<file path="src/fom_pkg.sv">
package fom_pkg;
	// ----------------------------------------------------------------
	// register offsets (byte addresses on the register bus)
	// ----------------------------------------------------------------
	localparam logic [7:0] OFS_CTRL = 8'h00;
	localparam logic [7:0] OFS_DEV = 8'h04;
	localparam logic [7:0] OFS_RATE = 8'h08;
	localparam logic [7:0] OFS_SHAPE = 8'h0C;
	localparam logic [7:0] OFS_PEAK = 8'h10;
	localparam logic [7:0] OFS_CARRIER = 8'h14;
	localparam logic [7:0] OFS_STATUS = 8'h18;
	localparam logic [7:0] OFS_BW = 8'h1C;

	// ----------------------------------------------------------------
	// field positions
	// ----------------------------------------------------------------
	localparam int CTRL_TX = 0;
	localparam int CTRL_RX = 1;
	localparam int CTRL_OOK = 2;
	localparam int CTRL_PACKET = 3;
	localparam int CTRL_SYNC_OFF = 4;
	localparam int CTRL_AUTO_ON = 5;
	localparam int CTRL_AUTO_CLR = 6;
	localparam int CTRL_RX_OOK = 7;
	localparam int CTRL_ON_PREAMBLE = 8;
	localparam int RATE_FRAC_LSB = 16;
	localparam int SHAPE_STEP_LSB = 4;
	localparam int PEAK_STEP_LSB = 2;
	localparam int PEAK_PERIOD_LSB = 5;
	localparam int PEAK_FLOOR_LSB = 8;
	localparam int BW_AFC_LSB = 8;

	// ----------------------------------------------------------------
	// reset values
	// ----------------------------------------------------------------
	localparam logic [31:0] CTRL_RST = 32'h0000_0000;
	localparam logic [31:0] DEV_RST = 32'h0000_0052;
	localparam logic [31:0] RATE_RST = 32'h0000_1A0B;
	localparam logic [31:0] SHAPE_RST = 32'h0000_0000;
	localparam logic [31:0] PEAK_RST = 32'h0000_0C01;
	localparam logic [31:0] CARRIER_RST = 32'h006C_8000;
	localparam logic [31:0] BW_RST = 32'h0000_0B15;

	// ----------------------------------------------------------------
	// modes and constants
	// ----------------------------------------------------------------
	typedef enum logic [1:0] {
		THR_FIXED = 2'b00,
		THR_PEAK = 2'b01,
		THR_AVG = 2'b10
	} fom_thr_t;
	localparam logic [1:0] SHAPE_NONE = 2'b00;
	localparam logic [1:0] SHAPE_BT1 = 2'b01;
	localparam logic [1:0] SHAPE_BT05 = 2'b10;
	typedef enum logic [2:0] {
		RX_IDLE = 3'b001,
		RX_AFC = 3'b010,
		RX_RUN = 3'b100
	} fom_rx_t;
	localparam logic [7:0] RSSI_6DB = 8'h0C;
	localparam logic [7:0] PEAK_DEC_UNIT = 8'h10;
	localparam logic [7:0] PA_MAX = 8'hFF;
	localparam logic [1:0] FEI_LAST = 2'h3;
	localparam logic [20:0] SUB_STEP = 21'h0_0010;
	localparam logic signed [5:0] LVL_FULL = 6'sd16;
	localparam logic signed [5:0] BT1_EDGE = 6'sd1;
	localparam logic signed [5:0] BT1_MID = 6'sd14;
	localparam logic signed [5:0] BT05_EDGE = 6'sd2;
	localparam logic signed [5:0] BT05_MID = 6'sd12;

	// one step of a bit timer kept in sixteenths of a clock
	function automatic logic [20:0] fom_rate_step(input logic [19:0] acc,
			input logic [19:0] per);
		logic [20:0] sum;
		sum = {1'b0, acc} + SUB_STEP;
		if (sum >= {1'b0, per}) begin
			fom_rate_step = {1'b1, sum[19:0] - per};
		end else begin
			fom_rate_step = {1'b0, sum[19:0]};
		end
	endfunction : fom_rate_step

	// byte-lane merge of a register write
	function automatic logic [31:0] fom_merge(input logic [31:0] old,
			input logic [31:0] wdata, input logic [3:0] strb);
		fom_merge = old;
		for (int i = 0; i < 4; i++) begin
			if (strb[i]) begin
				fom_merge[i*8 +: 8] = wdata[i*8 +: 8];
			end
		end
	endfunction : fom_merge

	// three-bit gaussian kernel, +-16 full scale
	function automatic logic signed [5:0] fom_gauss(input logic [2:0] b,
			input logic bt05);
		logic signed [5:0] e;
		logic signed [5:0] m;
		e = bt05 ? BT05_EDGE : BT1_EDGE;
		m = bt05 ? BT05_MID : BT1_MID;
		fom_gauss = (b[2] ? e : -e) + (b[1] ? m : -m) + (b[0] ? e : -e);
	endfunction : fom_gauss
endpackage : fom_pkg

</file>
<file path="src/fom_ook_if.sv">
`timescale 1ns/10ps
`default_nettype none
interface fom_ook_if;
	logic [7:0] rssi;
	logic [1:0] thr_type;
	logic [2:0] dec_step;
	logic [2:0] dec_period;
	logic [7:0] floor_threshold;
	logic [7:0] threshold;
	logic ook_bit;
	modport core (output rssi, thr_type, dec_step, dec_period,
		floor_threshold, input threshold, ook_bit);
	modport thr (input rssi, thr_type, dec_step, dec_period,
		floor_threshold, output threshold, ook_bit);
endinterface : fom_ook_if
`default_nettype wire

</file>
<file path="src/fom_ook_thresh.sv">
`timescale 1ns/10ps
`default_nettype none
module fom_ook_thresh import fom_pkg::*; (
	// clock and reset
	input wire logic ref_clk,
	input wire logic reset_n,
	// threshold link to the core
	fom_ook_if.thr ook
);
	logic [7:0] peak;
	logic [7:0] next_peak;
	logic [11:0] avg_acc;
	logic [11:0] next_avg_acc;
	logic [7:0] dec_cnt;
	logic [7:0] next_dec_cnt;
	logic [7:0] next_threshold;
	logic next_bit;
	logic [7:0] dec_len;
	logic [7:0] peak_thr;
	logic [7:0] step;
	logic [8:0] hold_lvl;

	// peak tracking, decay and threshold choice
	always_comb begin
		dec_len = 8'((ook.dec_period + 3'd1) * PEAK_DEC_UNIT);
		step = {5'h00, ook.dec_step} + 8'h01;
		// nine bits so a high floor cannot wrap the hold level
		hold_lvl = {1'b0, ook.floor_threshold} + {1'b0, RSSI_6DB};
		next_dec_cnt = (dec_cnt + 8'h01 >= dec_len) ? 8'h00 : dec_cnt + 8'h01;
		next_peak = peak;
		next_avg_acc = avg_acc - {4'h0, avg_acc[11:4]} + {4'h0, ook.rssi};
		if (ook.rssi > peak) begin
			next_peak = ook.rssi;
		end else if (next_dec_cnt == 8'h00 && ook.rssi <= ook.threshold) begin
			if ({1'b0, peak} >= hold_lvl + {1'b0, step}) begin
				next_peak = peak - step;
			end else begin
				next_peak = hold_lvl[8] ? 8'hFF : hold_lvl[7:0];
			end
		end
		peak_thr = ({1'b0, peak} > hold_lvl) ?
			peak - RSSI_6DB : ook.floor_threshold;
		case (ook.thr_type)
			THR_PEAK: next_threshold = peak_thr;
			THR_AVG: next_threshold = avg_acc[11:4];
			default: next_threshold = ook.floor_threshold;
		endcase
		next_bit = ook.rssi > ook.threshold;
	end

	// state registers
	always_ff @(posedge ref_clk or negedge reset_n) begin
		if (!reset_n) begin
			peak <= 8'h00;
			avg_acc <= 12'h000;
			dec_cnt <= 8'h00;
			ook.threshold <= 8'h00;
			ook.ook_bit <= 1'b0;
		end else begin
			peak <= next_peak;
			avg_acc <= next_avg_acc;
			dec_cnt <= next_dec_cnt;
			ook.threshold <= next_threshold;
			ook.ook_bit <= next_bit;
		end
	end

	// ----------------------------------------------------------------
	// checks
	// ----------------------------------------------------------------
	property p_fixed_thr;
		@(posedge ref_clk) disable iff (!reset_n)
		ook.thr_type == THR_FIXED ##1 ook.thr_type == THR_FIXED
			|-> ook.threshold == $past(ook.floor_threshold);
	endproperty
	a_fixed_thr: assert property (p_fixed_thr)
		else $error("fixed threshold differs from floor");
	property p_peak_floor;
		@(posedge ref_clk) disable iff (!reset_n)
		ook.thr_type == THR_PEAK ##1 ook.thr_type == THR_PEAK
			|-> ook.threshold >= $past(ook.floor_threshold);
	endproperty
	a_peak_floor: assert property (p_peak_floor)
		else $error("peak threshold fell below floor");
	property p_peak_6db;
		@(posedge ref_clk) disable iff (!reset_n)
		ook.thr_type == THR_PEAK &&
			{1'b0, peak} > {1'b0, ook.floor_threshold} + {1'b0, RSSI_6DB}
			|=> ook.threshold == $past(peak) - RSSI_6DB;
	endproperty
	a_peak_6db: assert property (p_peak_6db)
		else $error("peak threshold not 6 dB below peak");
endmodule : fom_ook_thresh
`default_nettype wire

</file>
<file path="src/fom_modem.sv">
`timescale 1ns/10ps
`default_nettype none
// What this block does
// - deviation equals step size times the 14-bit deviation word
// - keying mode switches the amplifier on for one bit, off for other
// - shaping field selects a gaussian filter, BT 0.5 or 1
// - continuous gaussian transmit clocks each next bit out on data clock
// - keying shaping ramps amplifier level smoothly up and down
// - frequency demodulator output can feed the bit synchronizer
// - keying receive compares signal strength against a selected threshold
// - peak mode threshold is tracked peak less 6 dB
// - held peak drops one step per decrement period on zeros
// - peak decay stops 6 dB above the programmed floor
// - fixed mode uses the floor, average mode averages strength
// - synchronizer recovers timing, drives data clock pin, can be disabled
// - packet mode forces the synchronizer on at programmed rate
// - sender and receiver bit rates differ by at most 6.5 percent
// - frequency error measured over 4 bits, refreshed every 4 bits
// - auto correction subtracts the correction, cleared or accumulated
// - correction phase uses its own bandwidth, then channel bandwidth
// - bit period is rate word plus fraction over 16 clocks, rate word alone in keying mode
module fom_modem import fom_pkg::*; (
	// clock and reset
	input wire logic ref_clk,
	input wire logic reset_n,
	// register bus
	input wire logic [7:0] paddr,
	input wire logic psel,
	input wire logic penable,
	input wire logic pwrite,
	input wire logic [31:0] pwdata,
	input wire logic [3:0] pstrb,
	output logic [31:0] prdata,
	output logic pready,
	output logic pslverr,
	// processor data pins
	input wire logic tx_data_pin,
	output logic rx_data_pin,
	output logic shared_data_clock_pin,
	// radio side, same clock
	input wire logic [7:0] rssi_value,
	input wire logic fsk_demod_bit,
	input wire logic signed [15:0] freq_disc_sample,
	input wire logic preamble_found_flag,
	output logic [23:0] freq_word_out,
	output logic [7:0] pa_level,
	output logic [4:0] rx_bandwidth
);
	// ----------------------------------------------------------------
	// register file
	// ----------------------------------------------------------------
	logic [31:0] ctrl, dev, rate, shape, peak_cfg, carrier, bw;
	logic [31:0] next_ctrl, next_dev, next_rate, next_shape;
	logic [31:0] next_peak_cfg, next_carrier, next_bw;
	logic [31:0] rdata;
	logic addr_ok, wr_en;
	logic signed [15:0] fei_res;
	logic signed [15:0] corr;
	fom_rx_t rx_state;

	// address decode and read mux
	always_comb begin
		addr_ok = 1'b1;
		rdata = 32'h0000_0000;
		case (paddr)
			OFS_CTRL: rdata = ctrl;
			OFS_DEV: rdata = dev;
			OFS_RATE: rdata = rate;
			OFS_SHAPE: rdata = shape;
			OFS_PEAK: rdata = peak_cfg;
			OFS_CARRIER: rdata = carrier;
			OFS_STATUS: rdata = {13'h0000, rx_state, fei_res};
			OFS_BW: rdata = bw;
			default: addr_ok = 1'b0;
		endcase
		wr_en = psel & penable & pwrite & addr_ok;
		pready = 1'b1;
		pslverr = psel & penable & !addr_ok;
	end

	// register writes, byte lanes honoured
	always_comb begin
		next_ctrl = ctrl;
		next_dev = dev;
		next_rate = rate;
		next_shape = shape;
		next_peak_cfg = peak_cfg;
		next_carrier = carrier;
		next_bw = bw;
		if (wr_en) begin
			case (paddr)
				OFS_CTRL: next_ctrl = fom_merge(ctrl, pwdata, pstrb) & 32'h0000_01FF;
				OFS_DEV: next_dev = fom_merge(dev, pwdata, pstrb) & 32'h0000_3FFF;
				OFS_RATE: next_rate = fom_merge(rate, pwdata, pstrb) & 32'h000F_FFFF;
				OFS_SHAPE: next_shape = fom_merge(shape, pwdata, pstrb) & 32'h0000_00F3;
				OFS_PEAK: next_peak_cfg = fom_merge(peak_cfg, pwdata, pstrb) & 32'h0000_FFFF;
				OFS_CARRIER: next_carrier = fom_merge(carrier, pwdata, pstrb) & 32'h00FF_FFFF;
				OFS_BW: next_bw = fom_merge(bw, pwdata, pstrb) & 32'h0000_1F1F;
				default: ;
			endcase
		end
	end

	// register state; read data is captured in the setup cycle
	always_ff @(posedge ref_clk or negedge reset_n) begin
		if (!reset_n) begin
			ctrl <= CTRL_RST;
			dev <= DEV_RST;
			rate <= RATE_RST;
			shape <= SHAPE_RST;
			peak_cfg <= PEAK_RST;
			carrier <= CARRIER_RST;
			bw <= BW_RST;
			prdata <= 32'h0000_0000;
		end else begin
			ctrl <= next_ctrl;
			dev <= next_dev;
			rate <= next_rate;
			shape <= next_shape;
			peak_cfg <= next_peak_cfg;
			carrier <= next_carrier;
			bw <= next_bw;
			if (psel && !penable) begin
				prdata <= rdata;
			end
		end
	end

	// ----------------------------------------------------------------
	// common decode
	// ----------------------------------------------------------------
	logic tx_en, rx_en, ook_mode, bs_on, gauss_on, bt05, ook_shape;
	logic [19:0] period, half;
	logic [1:0] shaping_select;
	logic [7:0] ramp_step;
	always_comb begin
		tx_en = ctrl[CTRL_TX];
		rx_en = ctrl[CTRL_RX] & !ctrl[CTRL_TX];
		ook_mode = ctrl[CTRL_OOK];
		shaping_select = shape[1:0];
		gauss_on = !ook_mode && shaping_select != SHAPE_NONE;
		bt05 = shaping_select == SHAPE_BT05;
		ook_shape = ook_mode && shaping_select != SHAPE_NONE;
		ramp_step = {4'h0, shape[SHAPE_STEP_LSB +: 4]} + 8'h01;
		bs_on = ctrl[CTRL_PACKET] | !ctrl[CTRL_SYNC_OFF];
		period = ook_mode ? {rate[15:0], 4'h0} :
			{rate[15:0], rate[RATE_FRAC_LSB +: 4]};
		half = period >> 1;
	end

	// ----------------------------------------------------------------
	// transmit path
	// ----------------------------------------------------------------
	logic tx_meta, tx_sync;
	logic [19:0] tx_acc, next_tx_acc;
	logic [2:0] tx_bits, next_tx_bits;
	logic tx_cap, next_tx_cap, tx_recovered_data_clock, next_tx_recovered_data_clock, tx_tick, tx_bit;
	logic [7:0] next_pa;
	logic [23:0] next_freq;
	logic signed [5:0] lvl;
	logic signed [20:0] prod;
	logic [20:0] tx_step;

	// data pin comes from the processor's clock world
	always_ff @(posedge ref_clk or negedge reset_n) begin
		if (!reset_n) begin
			tx_meta <= 1'b0;
			tx_sync <= 1'b0;
		end else begin
			tx_meta <= tx_data_pin;
			tx_sync <= tx_meta;
		end
	end

	always_comb begin
		tx_step = fom_rate_step(tx_acc, period);
		tx_tick = tx_en & tx_step[20];
		next_tx_acc = tx_en ? tx_step[19:0] : 20'h0_0000;
		// data clock high for first half of each bit
		next_tx_recovered_data_clock = tx_en && gauss_on && next_tx_acc < half;
		// bit is taken at the falling data clock, mid bit
		next_tx_cap = (tx_recovered_data_clock && !next_tx_recovered_data_clock) ? tx_sync : tx_cap;
		next_tx_bits = tx_tick ? {tx_bits[1:0], tx_cap} : tx_bits;
		// without the filter the pin feeds the modulator directly
		tx_bit = gauss_on ? tx_bits[1] : tx_sync;
		// gaussian kernel ahead of the divider
		lvl = gauss_on ? fom_gauss(tx_bits, bt05) :
			(tx_bit ? LVL_FULL : -LVL_FULL);
		prod = $signed({1'b0, dev[13:0]}) * lvl;
		next_freq = carrier[23:0] - {{8{corr[15]}}, corr};
		if (tx_en && !ook_mode) begin
			next_freq = next_freq + {{7{prod[20]}}, prod[20:4]};
		end
		// amplifier on in transmit, keyed by the data bit in keying mode
		next_pa = (tx_en && (!ook_mode || tx_bit)) ? PA_MAX : 8'h00;
		// ramp the amplifier instead of stepping
		if (ook_shape && next_pa > pa_level && next_pa - pa_level > ramp_step) begin
			next_pa = pa_level + ramp_step;
		end else if (ook_shape && next_pa < pa_level &&
				pa_level - next_pa > ramp_step) begin
			next_pa = pa_level - ramp_step;
		end
	end

	always_ff @(posedge ref_clk or negedge reset_n) begin
		if (!reset_n) begin
			tx_acc <= 20'h0_0000;
			tx_bits <= 3'h0;
			tx_cap <= 1'b0;
			tx_recovered_data_clock <= 1'b0;
			pa_level <= 8'h00;
			freq_word_out <= 24'h00_0000;
		end else begin
			tx_acc <= next_tx_acc;
			tx_bits <= next_tx_bits;
			tx_cap <= next_tx_cap;
			tx_recovered_data_clock <= next_tx_recovered_data_clock;
			pa_level <= next_pa;
			freq_word_out <= next_freq;
		end
	end

	// ----------------------------------------------------------------
	// receive path
	// ----------------------------------------------------------------
	fom_ook_if ook ();
	fom_ook_thresh u_thr (
		.ref_clk(ref_clk),
		.reset_n(reset_n),
		.ook(ook.thr)
	);
	assign ook.rssi = rssi_value;
	assign ook.thr_type = peak_cfg[1:0];
	assign ook.dec_step = peak_cfg[PEAK_STEP_LSB +: 3];
	assign ook.dec_period = peak_cfg[PEAK_PERIOD_LSB +: 3];
	assign ook.floor_threshold = peak_cfg[PEAK_FLOOR_LSB +: 8];

	logic [19:0] rx_acc, next_rx_acc;
	logic rx_prev, rx_q, next_rx_q, rx_en_q, rx_tick, demod_bit, fei_run;
	logic [1:0] fei_cnt, next_fei_cnt;
	logic signed [17:0] fei_acc, next_fei_acc, fei_sum;
	logic signed [15:0] next_fei_res, next_corr;
	logic fei_done;
	fom_rx_t next_rx_state;
	logic [4:0] next_bw_out;
	logic next_data_pin, next_recovered_data_clock_pin;
	logic [20:0] rx_step;

	always_comb begin
		demod_bit = ctrl[CTRL_RX_OOK] ? ook.ook_bit : fsk_demod_bit;
		rx_step = fom_rate_step(rx_acc, period);
		rx_tick = rx_en & rx_step[20];
		// data edge pulls the phase to mid bit
		if (!rx_en) begin
			next_rx_acc = 20'h0_0000;
		end else if (demod_bit != rx_prev) begin
			next_rx_acc = half;
		end else begin
			next_rx_acc = rx_step[19:0];
		end
		next_rx_q = rx_tick ? demod_bit : rx_q;
		// clean output or raw stream on the pins
		next_data_pin = bs_on ? next_rx_q : demod_bit;
		next_recovered_data_clock_pin = rx_en ? (bs_on && next_rx_acc >= half) : next_tx_recovered_data_clock;
		// four bit measurement, restarted each time
		fei_run = rx_en && (!ctrl[CTRL_ON_PREAMBLE] || preamble_found_flag);
		fei_sum = fei_acc + {{2{freq_disc_sample[15]}}, freq_disc_sample};
		fei_done = fei_run && rx_tick && fei_cnt == FEI_LAST;
		next_fei_cnt = !fei_run ? 2'h0 : (rx_tick ? fei_cnt + 2'h1 : fei_cnt);
		next_fei_acc = (!fei_run || fei_done) ? 18'sh0_0000 :
			(rx_tick ? fei_sum : fei_acc);
		next_fei_res = fei_done ? fei_sum[17:2] : fei_res;
		next_corr = corr;
		next_rx_state = rx_state;
		case (rx_state)
			RX_IDLE: begin
				if (rx_en && !rx_en_q && ctrl[CTRL_AUTO_ON]) begin
					if (ctrl[CTRL_AUTO_CLR]) begin
						next_corr = 16'sh0000;
					end
					next_rx_state = RX_AFC;
				end else if (rx_en) begin
					next_rx_state = RX_RUN;
				end
			end
			RX_AFC: begin
				if (!rx_en) begin
					next_rx_state = RX_IDLE;
				end else if (fei_done) begin
					next_corr = corr + fei_sum[17:2];
					next_rx_state = RX_RUN;
				end
			end
			RX_RUN: next_rx_state = rx_en ? RX_RUN : RX_IDLE;
			default: next_rx_state = RX_IDLE;
		endcase
		// correction bandwidth only in the correction phase
		next_bw_out = (next_rx_state == RX_AFC) ? bw[BW_AFC_LSB +: 5] : bw[4:0];
	end

	always_ff @(posedge ref_clk or negedge reset_n) begin
		if (!reset_n) begin
			rx_acc <= 20'h0_0000;
			rx_prev <= 1'b0;
			rx_q <= 1'b0;
			rx_en_q <= 1'b0;
			fei_cnt <= 2'h0;
			fei_acc <= 18'sh0_0000;
			fei_res <= 16'sh0000;
			corr <= 16'sh0000;
			rx_state <= RX_IDLE;
			rx_bandwidth <= 5'h00;
			rx_data_pin <= 1'b0;
			shared_data_clock_pin <= 1'b0;
		end else begin
			rx_acc <= next_rx_acc;
			rx_prev <= demod_bit;
			rx_q <= next_rx_q;
			rx_en_q <= rx_en;
			fei_cnt <= next_fei_cnt;
			fei_acc <= next_fei_acc;
			fei_res <= next_fei_res;
			corr <= next_corr;
			rx_state <= next_rx_state;
			rx_bandwidth <= next_bw_out;
			rx_data_pin <= next_data_pin;
			shared_data_clock_pin <= next_recovered_data_clock_pin;
		end
	end

	// ----------------------------------------------------------------
	// checks
	// ----------------------------------------------------------------
	property p_ook_key;
		@(posedge ref_clk) disable iff (!reset_n)
		tx_en && ook_mode && !ook_shape && tx_bit |=> pa_level == PA_MAX;
	endproperty
	a_ook_key: assert property (p_ook_key)
		else $error("amplifier not on for a one");
	property p_ramp;
		@(posedge ref_clk) disable iff (!reset_n)
		ook_shape ##1 ook_shape |-> (pa_level >= $past(pa_level) ?
			pa_level - $past(pa_level) : $past(pa_level) - pa_level)
			<= $past(ramp_step);
	endproperty
	a_ramp: assert property (p_ramp)
		else $error("amplifier level stepped");
	property p_dev;
		@(posedge ref_clk) disable iff (!reset_n)
		tx_en && !ook_mode && !gauss_on && tx_bit |=> freq_word_out ==
			$past(carrier[23:0] - {{8{corr[15]}}, corr} + {2'b00, dev[13:0], 8'h00} / 24'h00_0100);
	endproperty
	a_dev: assert property (p_dev)
		else $error("deviation wrong");
	property p_recovered_data_clock_tick;
		@(posedge ref_clk) disable iff (!reset_n)
		!rx_en && $rose(tx_recovered_data_clock) |-> $past(tx_en && gauss_on);
	endproperty
	a_recovered_data_clock_tick: assert property (p_recovered_data_clock_tick)
		else $error("data clock without gaussian transmit");
	property p_fei_four;
		@(posedge ref_clk) disable iff (!reset_n)
		fei_done |-> fei_cnt == FEI_LAST ##1 fei_res == $past(fei_sum[17:2]);
	endproperty
	a_fei_four: assert property (p_fei_four)
		else $error("frequency error not taken after four bits");
	property p_clear;
		@(posedge ref_clk) disable iff (!reset_n)
		rx_state == RX_IDLE && rx_en && !rx_en_q && ctrl[CTRL_AUTO_ON] &&
			ctrl[CTRL_AUTO_CLR] |=> corr == 16'sh0000 && rx_state == RX_AFC;
	endproperty
	a_clear: assert property (p_clear)
		else $error("correction not cleared");
	property p_afc_bw;
		@(posedge ref_clk) disable iff (!reset_n)
		rx_state == RX_AFC && $stable(bw) |-> rx_bandwidth == bw[BW_AFC_LSB +: 5];
	endproperty
	a_afc_bw: assert property (p_afc_bw)
		else $error("correction bandwidth not applied");
	property p_raw;
		@(posedge ref_clk) disable iff (!reset_n)
		!bs_on |=> rx_data_pin == $past(demod_bit);
	endproperty
	a_raw: assert property (p_raw)
		else $error("raw stream not passed when synchronizer off");
	c_gauss: cover property (@(posedge ref_clk) disable iff (!reset_n)
		tx_tick && gauss_on);
	c_afc: cover property (@(posedge ref_clk) disable iff (!reset_n)
		rx_state == RX_AFC && fei_done);
	c_ook: cover property (@(posedge ref_clk) disable iff (!reset_n)
		$rose(ook.ook_bit));
endmodule : fom_modem
`default_nettype wire

</file>
<file path="config.mk">
export PLATFORM = sky130hd
export DESIGN_NAME = fom_modem
export DESIGN_NICKNAME = d
export VERILOG_FILES = /design/src/fom_pkg.sv /design/src/fom_ook_if.sv /design/src/fom_ook_thresh.sv /design/src/fom_modem.sv
export SDC_FILE = /design/constraint.sdc
export NUM_CORES = 1
export LEC_CHECK = 0
export ABC_AREA = 1
export BUFFER_PORTS_ARGS = -buffer_cell sky130_fd_sc_hd__buf_4
export CORE_MARGIN = 10
export CORE_UTILIZATION = 55
export CTS_CLUSTER_SIZE = 8
export DETAILED_ROUTE_END_ITERATION = 8
export PLACE_DENSITY = 0.75
export SYNTH_ARGS = -nofsm -noshare
export SYNTH_HDL_FRONTEND = slang
export SYNTH_SLANG_ARGS = --single-unit
</file>
<file path="constraint.sdc">
create_clock -name ref_clk -period 20.4 [get_ports ref_clk]
set_input_delay 2.04 -clock ref_clk [delete_from_list [all_inputs] [get_ports ref_clk]]
set_output_delay 2.04 -clock ref_clk [all_outputs]
set_load 0.02 [all_outputs]
</file>
# Yosys cells after proc, flatten, opt, wreduce, memory -nomap -nowiden
# Index checks and enable logic that the tools add are counted.
[word_totals] ff_bits=312 in_bits=76 out_inout_bits=73
[classes] addsub=27 mul=1 order_cmp=14 n_eq_ne=21 n_mux=47 bitwise=8 n_reduce_logical=54
[op_table] operator="one-hot mux 24 bit (8 select lines)" n=1
[op_table] operator="2-to-1 mux 8 bit" n=9
[op_table] operator="2-to-1 mux 16 bit" n=4
[op_table] operator="2-to-1 mux 20 bit" n=3
[op_table] operator="AND reduction 3 bit" n=15
[op_table] operator="adder 20 x 5 -> 21 bit, second input constant" n=2
[op_table] operator=">= comparator 21 x 20 -> 1 bit" n=2
[op_table] operator="2-to-1 mux 21 bit" n=2
[op_table] operator="subtractor 20 bit" n=2
[op_table] operator="2-to-1 mux 18 bit" n=2
[op_table] operator="equality test 8 x 5 -> 1 bit, second input constant" n=4
[op_table] operator="one-hot mux 16 bit (2 select lines)" n=1
[op_table] operator="2-to-1 mux 6 bit" n=5
[op_table] operator="adder 24 bit" n=1
[op_table] operator="> comparator 8 bit" n=3
[op_table] operator="2-to-1 mux 24 bit" n=1
[op_table] operator="subtractor 24 bit" n=1
[op_table] operator="subtractor 8 bit" n=3
[op_table] operator="multiplier 15 x 6 -> 21 bit" n=1
[op_table] operator=">= comparator 20 x 19 -> 1 bit" n=1
[op_table] operator="< comparator 20 x 19 -> 1 bit" n=1
[op_table] operator="logical AND 1 bit" n=19
[op_table] operator="adder 18 bit" n=1
[op_table] operator="adder 16 bit" n=1
[op_table] operator="other kinds (44)" n=87

# Depth between registers and ports, before layout
# Gate-level depths: netlist of run 1.
[depth] depth_word=11 ltp_mapped=48

# By module
# From an unflattened synthesis of run 1, not the netlist that was laid out.
[hier_totals] hier_cells=3572 hier_area_um2=26678.1
[modules_own_cells] mod="fom_modem" n_inst=1 cells_per_inst=2981 area_each_um2=22494.1 seq_area_each_um2=6711.4
[modules_own_cells] mod="fom_ook_thresh" n_inst=1 cells_per_inst=591 area_each_um2=4184.0 seq_area_each_um2=925.9

# Least setup slack after synthesis of run 1
# No wires, ideal clock.
[synth_path] path_kind="register to register" start="reg shape[1]" end="reg freq_word_out[20]" setup_ns=0.117 t_arrival_ns=7.497 slack_ns=12.785 stages_incl_launch_ff=46 path_cell_list="dfrtp_1 > inv_1 > nor2_1 > inv_1 > nand2_1 > fa_1 > fa_1 > nand2_1 > inv_1 > o21ai_0 > nand2_1 > xor2_1 > nand2_1 > o21ai_0 > inv_1 > nand2_1 > fa_1 > fa_1 > [10 not listed] > o21ai_0 > a21boi_0 > o21ai_0 > nand2_1 > a21oi_1 > nor2_1 > xnor2_1 > ha_1 > a21oi_1 > o21ai_0 > a21oi_1 > nand2_1 > nand4_1 > nand3b_1 > nand2_1 > nand3b_1 > nand3_1 > nand2_1"
[synth_between] elab_chain_cells=10 word_cells_on_any_way=18 cone_classes="5 x add/sub; 1 x mul; 1 x eq/ne; 9 x mux; 2 x reduce/logical"
[synth_lines] item="start: declaration" line="fom_modem.sv:52" text="logic [31:0] ctrl, dev, rate, shape, peak_cfg, carrier, bw;"
[synth_lines] item="start signal: assignment" line="fom_modem.sv:119" text="shape <= next_shape;"
[synth_lines] item="equality test 2 bit" line="fom_modem.sv:142" text="bt05 = shaping_select == SHAPE_BT05;"
[synth_lines] item="2-to-1 mux 2 bit, on equally long branches" line="fom_pkg.sv:100, fom_pkg.sv:99"
[synth_lines] item="negator 4 -> 6 bit or negator 2 -> 6 bit (tied branches)" line="fom_pkg.sv:101" text="fom_gauss = (b[2] ? e : -e) + (b[1] ? m : -m) + (b[0] ? e : -e);"
[synth_lines] item="2-to-1 mux 6 bit" line="fom_pkg.sv:101"
[synth_lines] item="adder 6 bit (2 in a row)" line="fom_pkg.sv:101"
[synth_lines] item="2-to-1 mux 6 bit *" line="fom_modem.sv:187" text="lvl = gauss_on ? fom_gauss(tx_bits, bt05) :"
[synth_lines] item="multiplier 15 x 6 -> 21 bit *" line="fom_modem.sv:189" text="prod = $signed({1'b0, dev[13:0]}) * lvl;"
[synth_lines] item="adder 24 bit *" line="fom_modem.sv:192" text="next_freq = next_freq + {{7{prod[20]}}, prod[20:4]};"
[synth_lines] item="2-to-1 mux 24 bit *" line="fom_modem.sv:191" text="if (tx_en && !ook_mode) begin"
[synth_lines] item="named net next_freq[20]" line="fom_modem.sv:159" text="logic [23:0] next_freq;"
[synth_lines] item="end signal: assignment" line="fom_modem.sv:219" text="freq_word_out <= next_freq;"
[synth_lines] item="end: declaration" line="fom_modem.sv:45" text="output logic [23:0] freq_word_out,"
# The timed path passes the listed nets; every way through them passes the cells marked *.
# A chain may end at the register's enable or synchronous reset.

# Final worst setup path of run 1
# Same ends and word-level chain as after synthesis.

==> flow_summary.toml, run 1 <==
[outcome]
status = "complete, no violations"

[floorplan]
pin_count = 149
num_rows = 79
dieHeight_um = 238
core_mm2 = 0.0468
dieArea_mm2 = 0.0567
die_w_um = 238
initial_core_util = 0.560

[drt]
wl_per_cell_um = 17.9
viasPerCell = 5.53
drc_errors = 0
postRouteAntennaNets = 0
dr.pass1.iters = 8
vias = 23100
detail_route.iter0.violations = 1902
wl_um = 74500

[global_route]
gr-total-overflow = 0
grt_usage = 0.262
grt_max_degree = 103
grt_pass1_vias = 22400
grt_first_pass_wirelength_um = 119000
antenna_found_initial = 1

[placed_design]
placed_area_mm2 = 0.0276
post-dp-hpwl_um = 58400
numPortBuffers = 130
placed_cells = 4092
place.gp.congestion = 0.974

[sta]
finClkSkew_ps = 38.0
worst_pin_slew_ps = 1020
tns_ps = 0
hold_violations = 0
fmax_mhz = 115
maxSlewHeadroom = 0.317
setup_viol = 0
drv_slew = 0
min_period_ps = 8700
period_share = 0.426
rsz0062_at_grt = "false"

[setup_path]
regToRegSetupSlack_ps = 11700
rr_startpoint = "shape[1]"
r2r_end = "freq_word_out[20]"
cp-endpoint = "freq_word_out[20]"
arrival_ps = 9170
cp_slowest_cell = "fa_1"
start_kind = "flop"
r2r_cells = 46
critical_path_class = "reg2reg"
crit_path_max_fanout = 14
cp-startpoint = "shape[1]"
required_ps = 20880
end_kind = "flop"
critPathMaxStageDelay_ps = 540

[job]
drv_cap = 0

[clock_tree]
htree_num_levels = 2
cts_buffers = 45
hold_buffers = 0
clockBufferDepth = 3
clk_latency_ps = 600
post_cts_buffers = 0
clock-root-buffer = "clkbuf_16"
clk_pin_slew_ps = 50
cts_resized = 0
cts.sinks = 304
tritoncts = "yes"

[final_layout]
drive_above_1_share = 0.0850
final_nets = 3981
syn_to_final_growth_pct = 10.8
final_cells = 4172
layout.cells.most_common_list = "nand2_1, inv_1, ha_1"
final_common_cell = "nand2_1"
final_area_mm2 = 0.0290
n_antenna_cell = 0

[logic_synthesis]
netlist_instances = 3411
ys.warnings.count = 0
async_reset_ff_frac = 1.00
synthFlopType = "dfrtp_1"
ys_seq_area_frac = 0.292
ys_seq_elements = 304
synth_top_area_share = 0.268
synth_area_mm2 = 0.0262
synth-edff-count = 0
ys_types = 64
synth_area_leader_cell = "dfrtp_1"
synth_area_leaders = "dfrtp_1, ha_1, nand2_1, inv_1, o21ai_0"
syn_avg_cell_area_um2 = 7.67

[power_and_ir_drop]
p_leak_nw = 15.2
worst_ir_drop_vdd_v = 0.0000609
power.density_mw_per_mm2 = 75.0

[hold_path]
hold_class = "reg2reg"
[worst min path at each step]
stage / startpoint / endpoint / slack (ps) / depth (start not counted)
after floorplan: tx_meta / tx_sync / 330 / 0
final: tx_meta / tx_sync / 360 / 0
after global routing: tx_meta / tx_sync / 370 / 0
after CTS: tx_meta / tx_sync / 370 / 0
after global placement: tx_meta / tx_sync / 330 / 0
after detailed placement: tx_meta / tx_sync / 350 / 0
[report_power, final]
| group | switching (mW) | leakage (nW) | internal (mW) |
|---|---|---|---|
| Combinational | 0.441 | 11.1 | 0.293 |
| Clock | 0.292 | 0.655 | 0.439 |
| Sequential | 0.0575 | 3.48 | 0.654 |
[synth_stat cells (21+ instances only)]
cell type and count:
xnor2_1 68, o21ai_0 262, o21ai_1 24, ha_1 312, dfrtp_1 280, xor2_1 117
dfstp_2 24, buf_2 21, nor3_1 32, fa_1 61, inv_1 541, nand2_1 709
a21oi_1 213, nand4_1 29, o211ai_1 45, clkbuf_1 31, nand3_1 115, o22ai_1 43
nor2_1 235
[metal layers]
| metal | vias up | part of all wire | global-route usage |
|---|---|---|---|
| li1 | 11400 | - | - |
| met1 | 10700 | 0.44 | 0.349 |
| met2 | 774 | 0.44 | 0.412 |
| met3 | 173 | 0.080 | 0.0475 |
| met4 | 0 | 0.045 | 0.113 |
| met5 | - | 0 | 0 |
[critical path, delay by kind of cell (launching register included)]
| kind | cells | cell delay (ps) |
|---|---|---|
| adders and majority gates | 9 | 3830 |
| AOI/OAI and AO/OA | 10 | 1700 |
| and+or+nand+nor | 15 | 1440 |
| buffers and inverters | 10 | 940 |
| DFF | 1 | 350 |
| xor gates and xnor gates | 2 | 340 |
[kinds of logic (layout without fill, tap and decap cells)]
family / count (synthesis) / after routing / share of synthesized area
muxes: 9 / 9 / 0.00387
xor gates and xnor gates: 186 / 186 / 0.0625
other: 2 / 9 / 0.000287
buffers and inverters: 619 / 766 / 0.0933
DFF: 304 / 304 / 0.292
AOI/OAI and AO/OA: 712 / 712 / 0.157
and+or+nand+nor: 1206 / 1206 / 0.196
adders and majority gates: 373 / 373 / 0.196
[state kept, by name, summed over array words and instances (netlist names), 3 cells and up]
| signal | flops |
|---|---|
| peak_cfg | 16 |
| tx_bits | 3 |
| u_thr.peak | 8 |
| shape | 6 |
| corr | 16 |
| dev | 14 |
| fei_res | 16 |
| pa_level | 8 |
| rx_acc | 20 |
| ctrl | 9 |
| u_thr.dec_cnt | 8 |
| freq_word_out | 24 |
| rate | 20 |
| u_thr.avg_acc | 12 |
| u_thr.ook.threshold | 8 |
| carrier | 24 |
| tx_acc | 20 |
| rx_bandwidth | 5 |
| fei_acc | 18 |
| prdata | 24 |
| bw | 10 |
| rx_state | 3 |
[per-stage QoR]
step | worst slack, ps | hold slack [ps] | util | power (mW)
CTS | 11660 | 368 | 0.620 | 2.19
global placement | 11790 | 334 | 0.591 | 1.42
global route | 10910 | 369 | 0.620 | 2.33
floorplan | 12790 | 331 | - | 1.26
detailed placement | 11690 | 351 | 0.591 | 1.44
finish | 11700 | 360 | 0.620 | 2.18
[layout make-up]
| type | count | area (um2) |
|---|---|---|
| inverter | 542 | 2030 |
| timing repair buffer | 144 | 1090 |
| multi-input combinational | 2495 | 16100 |
| clock buffer | 76 | 1280 |
| clock inverter | 4 | 88.8 |
| fill | 4120 | 17700 |
| tap | 607 | 759 |
| sequential | 304 | 7640 |
Note: power is estimated with default switching activity, not from simulation.
==> run 2: changes to the inputs <==
--- a/config.mk
+++ b/config.mk
@@ -5,7 +5,7 @@
 export SDC_FILE = /design/constraint.sdc
 export NUM_CORES = 1
 export LEC_CHECK = 0
-export ABC_AREA = 1
+export ABC_AREA = 0
 export BUFFER_PORTS_ARGS = -buffer_cell sky130_fd_sc_hd__buf_4
 export CORE_MARGIN = 10
 export CORE_UTILIZATION = 55
==> constraint.sdc (replaced) <==
create_clock -name ref_clk -period 8.2 [get_ports ref_clk]
set_input_delay 0.82 -clock ref_clk [delete_from_list [all_inputs] [get_ports ref_clk]]
set_output_delay 0.82 -clock ref_clk [all_outputs]
set_load 0.02 [all_outputs]
==> run 2 against run 1 <==
Net effect:
- the flow now finishes with violations (negative setup slack)
- final area is 0.13% higher
- final cell count fell by 14%
- clock skew is 5.1 ps lower
- maximum frequency is 3.9% higher
- global-route usage decreased by 0.74 points
- synthesized area shrank 2.7%
- largest power group is now the clock network
==> flow_summary.toml, run 2 <==
[clock_tree]
cts_buffers = 44
cts.sinks = 304
clk_pin_slew_ps = 50
clk_latency_ps = 570
clockBufferDepth = 3
htree_num_levels = 2
tritoncts = "yes"
clock-root-buffer = "clkbuf_16"

[power_and_ir_drop]
power_mw = 4.51
power_switching_mw = 1.39
worst_ir_drop_vdd_v = 0.000313
p_int_mw = 3.12
power.density_mw_per_mm2 = 155
p_sw_frac = 0.309
p_comb_frac = 0.251
clock_power_share = 0.376
seqPwrFrac = 0.373
p_leak_nw = 14.7

[floorplan]
dieArea_mm2 = 0.0553
die_w_um = 235
num_rows = 78
pin_count = 149
core_mm2 = 0.0456
initial_core_util = 0.559
dieHeight_um = 235

[placed_design]
post-dp-hpwl_um = 56300
numPortBuffers = 130
place.gp.congestion = 0.952
placed_area_mm2 = 0.0273

[sta]
setup_viol = 4
finClkSkew_ps = 32.8
fmax_mhz = 119
worst_pin_slew_ps = 1210
drv_slew = 0
setup_slack_ps = -172
hold_violations = 0
maxSlewHeadroom = 0.194
period_share = 1.02
rsz0062_at_grt = "true"
min_period_ps = 8370

[setup_path]
path_buf_inv = 4
critical_path_class = "reg2reg"
end_kind = "flop"
crit_path_max_fanout = 4
required_ps = 8650
cp_top_family = "adder cells"
critPathMaxStageDelay_ps = 500
arrival_ps = 8820
start_kind = "flop"
cp_slowest_cell = "fa_1"
crit_path_frequent_cell = "o21ai_2"

[logic_synthesis]
syn_avg_cell_area_um2 = 9.14
async_reset_ff_frac = 1.00
ys.warnings.count = 0
synth_area_leaders = "dfrtp_1, ha_1, fa_1, mux2_2, xnor2_1"
ys_types = 94
synth_common_cells = "ha_1, dfrtp_1, inv_1"
synth_area_leader_cell = "dfrtp_1"
synth_area_mm2 = 0.0255
netlist_instances = 2789
synthFlopType = "dfrtp_1"
synth-edff-count = 0
ys_seq_elements = 304
ys_seq_area_frac = 0.300
synth_top_area_share = 0.275
yosysMostFrequentCell = "ha_1"

[final_layout]
top_regs = "carrier: 24 flops, freq_word_out: 24 flops, prdata: 24 flops"
final_common_cell = "ha_1"
final_area_mm2 = 0.0290
drive_above_1_share = 0.161
final_nets = 3411
layout.cells.most_common_list = "ha_1, dfrtp_1, inv_1"
syn_to_final_growth_pct = 14.0

[global_route]
grt_usage = 0.255
grt_max_degree = 151
gr-total-overflow = 0
antenna_found_initial = 2
grt_pass1_vias = 21400
grt_first_pass_wirelength_um = 115000

[drt]
wl_per_cell_um = 20.4
vias = 21500
viasPerCell = 5.97
detail_route.iter0.violations = 1746
postRouteAntennaNets = 0
dr.pass1.iters = 6
wl_um = 73400
drc_errors = 0

[hold_path]
hold_class = "in2async"

[outcome]
status = "complete, but fails checks"
violations = "negative setup slack"

[job]
drv_cap = 0
run 2: what timing repair did:
item,in CTS,in global routing
pin swaps,30,48
gates resized for setup,21,42
setup endpoints to repair,7,11
buffers inserted,14,16
hold buffers,0,0
run 2: power groups by stage:
stage	combinational, mW	sequential [mW]	clock (mW)
2_1_floorplan	0.858	1.67	0
6_report	1.13	1.68	1.70
4_1_cts	1.13	1.68	1.73
3_5_place_dp	1.11	1.71	0
3_3_place_gp	1.05	1.70	0
5_1_grt	1.29	1.70	1.78
run 2: per-layer routing:
metal | track usage | wire length [um] | vias up | share of wire
li1 | - | - | 10200 | -
met1 | 0.332 | 31600 | 10400 | 0.43
met2 | 0.420 | 33900 | 732 | 0.46
met3 | 0.0474 | 5370 | 157 | 0.073
met4 | 0.0823 | 2510 | 0 | 0.034
met5 | 0 | 0 | - | 0
run 2: logic make-up after synthesis:
family / share of synthesized area
DFF: 0.300
muxes: 0.0536
other: 0.000295
and+or+nand+nor: 0.139
adders and majority gates: 0.202
AOI/OAI and AO/OA: 0.186
xor gates and xnor gates: 0.0646
buffers and inverters: 0.0557
run 2: layout make-up:
| class | instances | area (um2) |
|---|---|---|
| antenna | 2 | 5.00 |
| fill | 3690 | 16500 |
| clock buffer | 76 | 1250 |
| sequential | 304 | 7640 |
| multi-input combinational | 2131 | 16800 |
| inverter | 270 | 1020 |
| tap | 600 | 751 |
| timing repair buffer | 211 | 1620 |
| clock inverter | 1 | 5.00 |
run 2: final timing paths:
path,startpoint,to,slack [ps],cells past startpoint
setup reg to reg,shape[0],freq_word_out[23],-170,42
setup / recovery,shape[0],freq_word_out[23],-170,42
max in group asynchronous,reset_n,prdata[20],6620,2
min in group ref_clk,tx_meta,tx_sync,350,0
hold reg to reg,tx_meta,tx_sync,350,0
hold / removal,reset_n,u_thr.ook.threshold[1],260,1
run 2: worst reg2reg max path, delay by kind of cell, from the launching register on:
family	cells	cell delay, ps
AOI/OAI and AO/OA	18	2530
xor gates and xnor gates	2	220
adders and majority gates	9	3280
buffers and inverters	4	190
DFF	1	380
muxes	1	300
and+or+nand+nor	8	1310
run 2: per-stage QoR:
step / hold slack, ps / std cells / TNS (ps) / setup slack (ps) / utilization
3_5_place_dp: 345 / 3488 / -1880 / -424 / 0.599
4_1_cts: 282 / 3579 / -1520 / -352 / 0.631
6_report: 255 / 3595 / -518 / -172 / 0.637
3_3_place_gp: 338 / 3488 / -444 / -163 / 0.599
2_1_floorplan: 331 / 2796 / 0 / 41.9 / -
5_1_grt: 315 / 3593 / -2940 / -528 / 0.637
